`src/rtl/ufh_pkg.sv`:
```
/*
 * Constants, types and timing figures shared by the full-speed hub/function logic.
 * Assumes a 40 MHz clock and a protocol engine outside that decodes tokens and requests.
 */
package ufh_pkg;
    localparam int CLK_KHZ = 40000;
    localparam int SUSPEND_IDLE_MS = 3;
    localparam int SUSPEND_IDLE_CYC = SUSPEND_IDLE_MS * CLK_KHZ;
    localparam int RESUME_DRIVE_MS = 10;
    localparam int RESUME_DRIVE_CYC = RESUME_DRIVE_MS * CLK_KHZ;
    localparam int TMR_W = 19;

    localparam logic [1:0] TGT_HUB = 2'h0;
    localparam logic [1:0] TGT_KBD = 2'h1;
    localparam logic [1:0] TGT_MOUSE = 2'h2;
    localparam logic [1:0] TGT_BT = 2'h3;

    localparam int CFG_HUB_BIT = 0;
    localparam int CFG_KBD_BIT = 1;
    localparam int CFG_MOUSE_BIT = 2;
    localparam int CFG_BT_BIT = 3;
    localparam int CFG_W = 4;

    localparam int PORT_KBD = 0;
    localparam int PORT_MOUSE = 1;
    localparam int PORT_BT = 2;
    localparam int PORTS = 3;

    localparam logic [7:0] EP_CTRL = 8'h00;
    localparam logic [7:0] EP_EVT_IN = 8'h81;
    localparam logic [7:0] EP_ACL_IN = 8'h82;
    localparam logic [7:0] EP_ACL_OUT = 8'h02;
    localparam logic [7:0] EP_SCO_IN = 8'h83;
    localparam logic [7:0] EP_SCO_OUT = 8'h03;
    localparam logic [7:0] EP_DBG_IN = 8'h84;
    localparam logic [7:0] EP_DBG_OUT = 8'h04;
    localparam logic [2:0] ALT_NONE = 3'h0;

    localparam int DESC_OFS_W = 6;
    localparam int DESC_AW = 8;
    localparam logic [7:0] DATA_ZERO = 8'h00;

    typedef enum logic [1:0] {
        ST_BOOT = 2'b00,
        ST_RUN = 2'b01,
        ST_SUSP = 2'b10,
        ST_WAKE = 2'b11
    } ufh_state_t;
endpackage : ufh_pkg

```
`src/rtl/ufh_desc_mem.sv`:
```
/*
 * Descriptor store: one 64-byte region per target, filled from nonvolatile storage.
 * Assumes the loader writes whole descriptors before boot completes.
 */
`timescale 1ns/1ps
`default_nettype none
module ufh_desc_mem
    import ufh_pkg::*;
(
    input wire logic clock,
    input wire logic rstn,
    input wire logic wr_en,
    input wire logic [DESC_AW-1:0] wr_addr,
    input wire logic [7:0] wr_data,
    input wire logic [DESC_AW-1:0] rd_addr,
    output logic [7:0] rd_data
);
    logic [7:0] mem [0:(1<<DESC_AW)-1];

    always_ff @(posedge clock) begin
        if (wr_en) begin
            mem[wr_addr] <= wr_data;
        end
    end

    always_ff @(posedge clock) begin
        if (!rstn) begin
            rd_data <= DATA_ZERO;
        end else begin
            rd_data <= mem[rd_addr];
        end
    end
endmodule : ufh_desc_mem
`default_nettype wire

```
`src/rtl/ufh_core.sv`:
```
/*
 * Device-side configuration, request gating and power state of the full-speed compound function.
 * Assumes an outside protocol engine that decodes requests and reports line activity.
 */
`timescale 1ns/1ps
`default_nettype none
module ufh_core
    import ufh_pkg::*;
#(
    parameter int SUSPEND_CYC = SUSPEND_IDLE_CYC,
    parameter int RESUME_CYC = RESUME_DRIVE_CYC
) (
    input wire logic clock,
    input wire logic rstn,
    input wire logic cfg_load,
    input wire logic [CFG_W-1:0] cfg_record,
    input wire logic desc_wr,
    input wire logic [DESC_AW-1:0] desc_wr_addr,
    input wire logic [7:0] desc_wr_data,
    input wire logic desc_done,
    input wire logic bus_activity,
    input wire logic req_valid,
    input wire logic [1:0] req_target,
    input wire logic [7:0] req_ep,
    input wire logic [2:0] req_alt,
    input wire logic [DESC_OFS_W-1:0] req_desc_ofs,
    input wire logic rwake_en,
    input wire logic wake_req,
    input wire logic [PORTS-1:0] port_susp_set,
    input wire logic [PORTS-1:0] port_susp_clr,
    output logic attach,
    output logic hub_mode,
    output logic hid_emulation_mode,
    output logic [PORTS-1:0] port_connected,
    output logic [PORTS-1:0] port_suspended,
    output logic usb_transport,
    output logic suspended,
    output logic resume_drive,
    output logic resp_valid,
    output logic resp_ack,
    output logic resp_stall,
    output logic [7:0] resp_data
);
    localparam logic [TMR_W-1:0] SUSP_LAST = TMR_W'(SUSPEND_CYC - 1);
    localparam logic [TMR_W-1:0] WAKE_LAST = TMR_W'(RESUME_CYC - 1);
    localparam logic [TMR_W-1:0] TMR_ZERO = '0;
    localparam logic [TMR_W-1:0] TMR_ONE = TMR_W'(1);

    ufh_state_t state, next_state;
    logic cfg_seen, next_cfg_seen;
    logic kbd_en, next_kbd_en;
    logic mouse_en, next_mouse_en;
    logic bt_en, next_bt_en;
    logic next_hub_mode, next_hid_mode, next_attach, next_usb_transport;
    logic next_suspended, next_resume_drive;
    logic [PORTS-1:0] next_port_connected, next_port_suspended;
    logic [TMR_W-1:0] timer, next_timer;
    logic stage_valid, next_stage_valid;
    logic stage_ok, next_stage_ok;
    logic next_resp_valid, next_resp_ack, next_resp_stall;
    logic [7:0] next_resp_data;
    logic [7:0] mem_rd_data;
    logic tgt_present, tgt_asleep, tgt_is_bt, ep_ok;

    // Configuration, attach and power state.
    always_comb begin
        next_state = state;
        next_cfg_seen = cfg_seen;
        next_kbd_en = kbd_en;
        next_mouse_en = mouse_en;
        next_bt_en = bt_en;
        next_hub_mode = hub_mode;
        next_timer = timer;
        next_usb_transport = usb_transport;
        if (state == ST_BOOT && cfg_load && !cfg_seen) begin
            next_cfg_seen = 1'b1;
            next_kbd_en = cfg_record[CFG_KBD_BIT];
            next_mouse_en = cfg_record[CFG_MOUSE_BIT];
            // Either emulated HID device drags the hub in.
            next_hub_mode = cfg_record[CFG_HUB_BIT] | cfg_record[CFG_KBD_BIT]
                | cfg_record[CFG_MOUSE_BIT];
            // Without HID devices the Bluetooth core must exist, alone or on the hub.
            next_bt_en = cfg_record[CFG_BT_BIT]
                | ~(cfg_record[CFG_KBD_BIT] | cfg_record[CFG_MOUSE_BIT]);
        end
        if (attach && bus_activity) begin
            next_usb_transport = 1'b1;
        end
        case (state)
            ST_BOOT: begin
                if (cfg_seen && desc_done) begin
                    next_state = ST_RUN;
                    next_timer = TMR_ZERO;
                end
            end
            ST_RUN: begin
                if (bus_activity) begin
                    next_timer = TMR_ZERO;
                end else if (timer == SUSP_LAST) begin
                    next_state = ST_SUSP;
                    next_timer = TMR_ZERO;
                end else begin
                    next_timer = timer + TMR_ONE;
                end
            end
            ST_SUSP: begin
                if (bus_activity) begin
                    next_state = ST_RUN;
                end else if (wake_req && rwake_en) begin
                    next_state = ST_WAKE;
                    next_timer = TMR_ZERO;
                end
            end
            default: begin
                if (timer == WAKE_LAST) begin
                    next_state = ST_RUN;
                    next_timer = TMR_ZERO;
                end else begin
                    next_timer = timer + TMR_ONE;
                end
            end
        endcase
        // Full-speed pull-up only; no high-speed chirp is ever attempted.
        next_attach = (next_state != ST_BOOT);
        next_suspended = (next_state == ST_SUSP);
        next_resume_drive = (next_state == ST_WAKE);
        next_hid_mode = next_kbd_en | next_mouse_en;
        // Port map: 1 keyboard core, 2 mouse core, 3 Bluetooth core.
        next_port_connected = '0;
        if (next_hub_mode && next_attach) begin
            next_port_connected[PORT_KBD] = next_kbd_en;
            next_port_connected[PORT_MOUSE] = next_mouse_en;
            next_port_connected[PORT_BT] = next_bt_en;
        end
        // Selective suspend per port; set wins over clear.
        next_port_suspended = ((port_suspended & ~port_susp_clr) | port_susp_set)
            & next_port_connected;
    end

    always_ff @(posedge clock) begin
        if (!rstn) begin
            state <= ST_BOOT;
            cfg_seen <= 1'b0;
            kbd_en <= 1'b0;
            mouse_en <= 1'b0;
            bt_en <= 1'b0;
            hub_mode <= 1'b0;
            hid_emulation_mode <= 1'b0;
            timer <= TMR_ZERO;
            usb_transport <= 1'b0;
            attach <= 1'b0;
            suspended <= 1'b0;
            resume_drive <= 1'b0;
            port_connected <= '0;
            port_suspended <= '0;
        end else begin
            state <= next_state;
            cfg_seen <= next_cfg_seen;
            kbd_en <= next_kbd_en;
            mouse_en <= next_mouse_en;
            bt_en <= next_bt_en;
            hub_mode <= next_hub_mode;
            hid_emulation_mode <= next_hid_mode;
            timer <= next_timer;
            usb_transport <= next_usb_transport;
            attach <= next_attach;
            suspended <= next_suspended;
            resume_drive <= next_resume_drive;
            port_connected <= next_port_connected;
            port_suspended <= next_port_suspended;
        end
    end

    ufh_desc_mem u_desc_mem (
        .clock(clock),
        .rstn(rstn),
        .wr_en(desc_wr),
        .wr_addr(desc_wr_addr),
        .wr_data(desc_wr_data),
        .rd_addr({req_target, req_desc_ofs}),
        .rd_data(mem_rd_data)
    );

    // Request gating and answer pipeline.
    always_comb begin
        tgt_present = 1'b0;
        tgt_asleep = 1'b0;
        tgt_is_bt = 1'b0;
        if (!hub_mode) begin
            tgt_present = (req_target == TGT_HUB);
            tgt_is_bt = 1'b1;
        end else if (req_target == TGT_HUB) begin
            tgt_present = 1'b1;
        end else if (req_target == TGT_KBD) begin
            tgt_present = port_connected[PORT_KBD];
            tgt_asleep = port_suspended[PORT_KBD];
        end else if (req_target == TGT_MOUSE) begin
            tgt_present = port_connected[PORT_MOUSE];
            tgt_asleep = port_suspended[PORT_MOUSE];
        end else begin
            tgt_present = port_connected[PORT_BT];
            tgt_asleep = port_suspended[PORT_BT];
            tgt_is_bt = 1'b1;
        end
        if (tgt_is_bt) begin
            ep_ok = (req_ep == EP_CTRL) || (req_ep == EP_EVT_IN)
                || (req_ep == EP_ACL_IN) || (req_ep == EP_ACL_OUT)
                || (req_ep == EP_DBG_IN) || (req_ep == EP_DBG_OUT)
                || (((req_ep == EP_SCO_IN) || (req_ep == EP_SCO_OUT))
                    && (req_alt != ALT_NONE));
        end else begin
            // Hub and emulated HID cores expose only control and interrupt IN.
            ep_ok = (req_ep == EP_CTRL) || (req_ep == EP_EVT_IN);
        end
        // Only present, awake targets are answered, hub and functions alike.
        next_stage_valid = req_valid && (state == ST_RUN) && tgt_present && !tgt_asleep;
        next_stage_ok = ep_ok;
        next_resp_valid = stage_valid;
        next_resp_ack = stage_valid && stage_ok;
        next_resp_stall = stage_valid && !stage_ok;
        next_resp_data = (stage_valid && stage_ok) ? mem_rd_data : DATA_ZERO;
    end

    always_ff @(posedge clock) begin
        if (!rstn) begin
            stage_valid <= 1'b0;
            stage_ok <= 1'b0;
            resp_valid <= 1'b0;
            resp_ack <= 1'b0;
            resp_stall <= 1'b0;
            resp_data <= DATA_ZERO;
        end else begin
            stage_valid <= next_stage_valid;
            stage_ok <= next_stage_ok;
            resp_valid <= next_resp_valid;
            resp_ack <= next_resp_ack;
            resp_stall <= next_resp_stall;
            resp_data <= next_resp_data;
        end
    end
endmodule : ufh_core
`default_nettype wire

```
`config.mk`:
```
export PLATFORM = sky130hd
export DESIGN_NAME = ufh_core
export DESIGN_NICKNAME = d
export VERILOG_FILES = /design/src/rtl/ufh_pkg.sv /design/src/rtl/ufh_desc_mem.sv /design/src/rtl/ufh_core.sv
export SDC_FILE = /design/constraint.sdc
export NUM_CORES = 2
export LEC_CHECK = 0
export BUFFER_PORTS_ARGS = -buffer_cell sky130_fd_sc_hd__buf_2
export CORE_UTILIZATION = 45
export CTS_BUF_LIST = sky130_fd_sc_hd__clkbuf_4 sky130_fd_sc_hd__clkbuf_8 sky130_fd_sc_hd__clkbuf_16
export DETAILED_ROUTE_END_ITERATION = 10
export PLACE_DENSITY = 0.6
export SYNTH_ARGS = -nofsm -noshare
export SYNTH_HDL_FRONTEND = slang
export SYNTH_SLANG_ARGS = --single-unit
```
`constraint.sdc`:
```
create_clock -name clock -period 6.6 [get_ports clock]
set_input_delay 0.33 -clock clock [delete_from_list [all_inputs] [get_ports clock]]
set_output_delay 0.33 -clock clock [all_outputs]
set_load 0.01 [all_outputs]
```
==> results by stage <==
GRT:
- The number of antenna violations at the first check in global routing is 20.
- The first global-routing pass estimated roughly 320,000 um of wire.
- The largest net degree at the start of global routing is 196.
- The final global-route overflow total is 0.
- The via count of the first global-routing pass is 40,990.
- The total routing usage reported by global routing is 24.81%.

Synth:
- The synthesized netlist contains 68 unique library cells.
- The post-synthesis share of cell area spent on and, or, nand and nor gates is 3.557%.
- Each instance of the synthesized netlist takes up on average 20.84 um2.
- In this run the biggest area consumer among cell types represents 75.05% of the synthesized area.
- The async set-or-reset flop fraction in the synthesized netlist is 0%.
- The biggest area contributor in the post-synthesis netlist is sky130_fd_sc_hd__edfxtp_1.
- The number of nets handed over by synthesis was 3,987.
- During synthesis, Yosys emitted a total of 0 warnings.
- The synthesized netlist devotes 2.330% of its cell area to compound gates.
- The multiplexer share of the synthesized area is approximately 16%.
- By area, the combinational part of the netlist is dominated by multiplexers.
- The cell area that synthesis handed to floorplanning was about 82,000 um2.
- The flop and latch count out of synthesis is 2,106.
- In the post-synthesis netlist, the biggest area contributors are sky130_fd_sc_hd__edfxtp_1 75%, sky130_fd_sc_hd__mux4_2 14%, sky130_fd_sc_hd__nor2_1 1.5%.
- The sequential share of the synthesized area is 76.46%.
- Yosys mapped a number of flops with a built-in enable equal to 2,048.
- The fraction of the mapped netlist area in adder cells is 0.01527%.
- In the synthesized netlist, the number of instances is approximately 4,000.
- The synthesized-area fraction occupied by xor and xnor cells is less than 1%.
- The main flop type after synthesis is sky130_fd_sc_hd__edfxtp_1.

Die:
- The core region is between 150,000 and 200,000 um2.
- The floorplan step defined a die boundary enclosing ~180,000 um2.
- The horizontal die dimension is 428.7 um.
- In this run the count of I/O pins placed on the die edge is 77.
- The initial cell density of the core is 45.34%.
- After floorplanning, the core was divided into roughly 160 placement rows.
- The die is approximately 430 um tall.

Placement:
- Routability-driven placement finished with a final weighted congestion of 0.8946.
- The HPWL after detailed placement is 137,600 um.
- The count of input and output buffers is 76.
- At the placement stage, the worst setup path has a slack of between 2 and 2.5 ns.

Timing:
- The sum of negative setup slack is 0 ns.
- The final setup violation count is 0.
- For this run, the top clock speed supported by timing is approximately 280 MHz.
- The least setup slack across all paths after layout is 3.068 ns.
- Headroom to the max-slew limit came out at under 10%.
- For the final database, setup skew stands at around 0.08 ns.
- The final critical-path share of the clock period is between 50% and 60%.
- The final number of hold-violating endpoints is 0.
- The worst hold slack after final layout is 0.07384 ns.
- Setup repair after global routing left no endpoint under its margin.
- At the pin with the least slew margin, the transition time is 1.388 ns.
- The number of max-slew violations in the final report is 0.
- After layout, the minimum clock period comes to 3.532 ns.

Power and ir drop:
- The power per cell area is 304.9 nW/um2.
- VDD sags by at most 237.8 uV.
- Summed over all cells, the static leakage comes to 28.61 nW.

Detailed routing:
- The number of vias after detailed routing is 41,580.
- The number of search-and-repair iterations in the first detailed-routing pass is 6.
- After detailed routing, the number of remaining DRC violations is 0.
- The detail-routed net length per standard cell is 34.38 um.
- The number of DRC markers after the initial detailed-route iteration is 5,668.
- The wire length reported by the detailed router is 228,400 um.
- After detailed routing, the number of vias per cell comes to around 6.3.
- Once detail routing completed, the nets flagged for antenna violations numbered 0.

Critical path:
- STA classifies the critical path startpoint as an input port.
- The critical setup path kind is in2reg.
- Counting cells, the worst reg-to-reg path comes to 7.
- In this run the register-to-register setup slack is 3.62 ns.
- Data arrives at the worst endpoint at 4.29 ns.
- In this run the critical register-to-register path is launched from u_desc_mem.mem[54][5]$_DFFE_PP_.
- For the worst setup path, the data required time is between 7 and 8 ns.
- The highest fanout seen on the critical path is between 40 and 50.
- The endpoint identified for the worst register-to-register timing path is u_desc_mem.rd_data[5]$_SDFF_PN0_.
- The worst setup path is captured at a register.

Clock tree:
- TritonCTS built the clock tree.
- Clock latency on the worst-skew pair, taken at its later pin, is 0.88 ns.
- After clock tree synthesis, the flow added hold-fix buffers numbering 25.
- The clock passes through at most 3 buffers.
- The level count of the clock H-tree is 4.
- The buffer type at the clock tree root is sky130_fd_sc_hd__clkbuf_16.
- After clock tree synthesis, the clock-pin slew on the worst setup and hold paths is 0.06 ns.
- Counting the buffers created by CTS gives 207.
- The number of cells upsized or downsized after cts is 0.
- The number of sinks on the clock net is 2,106.
- Post-CTS timing repair inserted 0 buffers for setup.

Run:
- The number of maximum-capacitance violations is 0.

Layout:
- The net count of the finished layout is 4,147.
- The synthesis-to-finish area growth is 12.30%.
- In the final layout, the share of cells above drive strength 1 is approximately a quarter.

Min path:
- The class of the tightest hold or removal check is in2reg.
- The sink of the worst hold path is u_desc_mem.mem[95][4]$_DFFE_PP_.
- Along the worst hold path, the cell count comes to 1.
- The startpoint identified for the worst hold timing path is desc_wr_data[4].

Status:
- The run finished with clean final reports.
==> through the flow <==
| stage | power, mW | std cells | utilization [%] | cell area (um2) |
|---|---|---|---|---|
| 2_1_floorplan | 15.73 | 3932 | - | 81950 |
| 4_1_cts | 28.19 | 6636 | 50.91 | 92020 |
| 3_3_place_gp | 16.43 | 6228 | 46.97 | 84900 |
| 5_1_grt | 28.72 | 6640 | 50.92 | 92030 |
| 3_5_place_dp | 16.44 | 6228 | 46.97 | 84900 |
| 6_report | 28.06 | 6642 | 50.92 | 92030 |
==> placed cells by master (no fill, tap or decap), types with 17 or more instances in the layout <==
cell type	n
sky130_fd_sc_hd__a211oi_1	24
sky130_fd_sc_hd__a21oi_1	39
sky130_fd_sc_hd__a22oi_1	29
sky130_fd_sc_hd__a31oi_1	29
sky130_fd_sc_hd__and2_1	20
sky130_fd_sc_hd__buf_2	63
sky130_fd_sc_hd__buf_4	70
sky130_fd_sc_hd__bufinv_16	17
sky130_fd_sc_hd__clkbuf_16	207
sky130_fd_sc_hd__clkbuf_4	42
sky130_fd_sc_hd__clkbuf_8	18
sky130_fd_sc_hd__clkinv_1	46
sky130_fd_sc_hd__clkinv_2	42
sky130_fd_sc_hd__dfxtp_1	58
sky130_fd_sc_hd__dlygate4sd3_1	25
sky130_fd_sc_hd__edfxtp_1	2048
sky130_fd_sc_hd__mux2_2	18
sky130_fd_sc_hd__mux2i_1	72
sky130_fd_sc_hd__mux4_2	519
sky130_fd_sc_hd__nand2_1	147
sky130_fd_sc_hd__nand3_1	61
sky130_fd_sc_hd__nand4_1	20
sky130_fd_sc_hd__nor2_1	319
sky130_fd_sc_hd__nor2b_1	29
sky130_fd_sc_hd__o21ai_0	19
sky130_fd_sc_hd__o22ai_1	33
==> area by class of cell <==
class | count | area, um2
Fill cell | 14350 | 88710
Sequential cell | 2106 | 62660
Multi-Input combinational cell | 1576 | 17930
Clock buffer | 258 | 5619
Tap cell | 2370 | 2965
Timing Repair Buffer | 183 | 1525
Clock inverter | 125 | 1247
Inverter | 18 | 71.32
Antenna cell | 6 | 15.01
==> layer usage <==
metal  GRT usage [%]  vias to the layer above  part of all wire, %
met5               0                        -                0.040
met4           9.942                       14                  4.3
met3           5.604                      431                  9.7
met2           37.38                     2236                   46
met1           35.24                    22230                   40
li1                -                    16670                    -
==> critical path: stages <==
cell and delay (ns):
sky130_fd_sc_hd__clkbuf_8 0.38, sky130_fd_sc_hd__clkinv_2 0.81, sky130_fd_sc_hd__buf_4 0.50, sky130_fd_sc_hd__nand2_1 0.39, sky130_fd_sc_hd__o22ai_1 0.16, sky130_fd_sc_hd__o311ai_0 0.83, sky130_fd_sc_hd__nand4_1 0.42, sky130_fd_sc_hd__a31oi_1 0.27
==> report_power, final <==
part | internal [mW] | switching (mW)
logic | 0.472 | 0.982
clock network | 6.74 | 5.15
registers | 14.7 | 0.0220
total | 21.9 | 6.15
==> how the worst max path moves through the flow <==
stage / start / slack, ns / end / cells past startpoint
2_1_floorplan: req_desc_ofs[0] / 4.08 / u_desc_mem.rd_data[3]$_SDFF_PN0_ / 10
3_3_place_gp: req_desc_ofs[2] / 2.24 / u_desc_mem.rd_data[0]$_SDFF_PN0_ / 8
3_5_place_dp: req_desc_ofs[2] / 2.33 / u_desc_mem.rd_data[0]$_SDFF_PN0_ / 8
4_1_cts: req_desc_ofs[2] / 3.23 / u_desc_mem.rd_data[0]$_SDFF_PN0_ / 8
5_1_grt: req_desc_ofs[0] / 3.01 / u_desc_mem.rd_data[5]$_SDFF_PN0_ / 9
6_report: req_desc_ofs[2] / 3.07 / u_desc_mem.rd_data[0]$_SDFF_PN0_ / 8
==> synthesized netlist by cell type (all sizes together) (3+ instances only) <==
| cell | count |
|---|---|
| nand3 | 61 |
| or2 | 4 |
| a211o | 4 |
| o311ai | 6 |
| inv | 17 |
| o41ai | 3 |
| nor4 | 7 |
| edfxtp | 2048 |
| nor2 | 321 |
| and3 | 15 |
| a211oi | 24 |
| nand2b | 11 |
| xnor2 | 5 |
| a31oi | 29 |
| or3 | 4 |
| a32oi | 5 |
| a22oi | 29 |
| mux2i | 72 |
| buf | 130 |
| mux4 | 531 |
| a311oi | 6 |
| nor3 | 15 |
| xor2 | 12 |
| a21oi | 39 |
| o22ai | 33 |
| a2111oi | 10 |
| o32ai | 7 |
| o21ai | 24 |
| a221oi | 10 |
| dfxtp | 58 |
| o221ai | 15 |
| nand4 | 20 |
| o31ai | 6 |
| nor2b | 31 |
| o211ai | 4 |
| and2 | 21 |
| nand2 | 148 |
| mux2 | 18 |
| clkbuf | 102 |
==> sequential cells by signal, indices dropped and copies added, names as in the netlist, 2 cells and up <==
register and flops:
state 2, port_connected 3, port_suspended 3, u_desc_mem.rd_data 8, resp_data 8, timer 19
u_desc_mem.mem 2048
==> cells by family after synthesis <==
logic type,count (synthesis)
flops,2106
simple gates,666
mux,621
compound gates,271
buf+inv,250
xor+xnor,17
fa+ha+maj,1
Power figures use the tool's default switching activity.
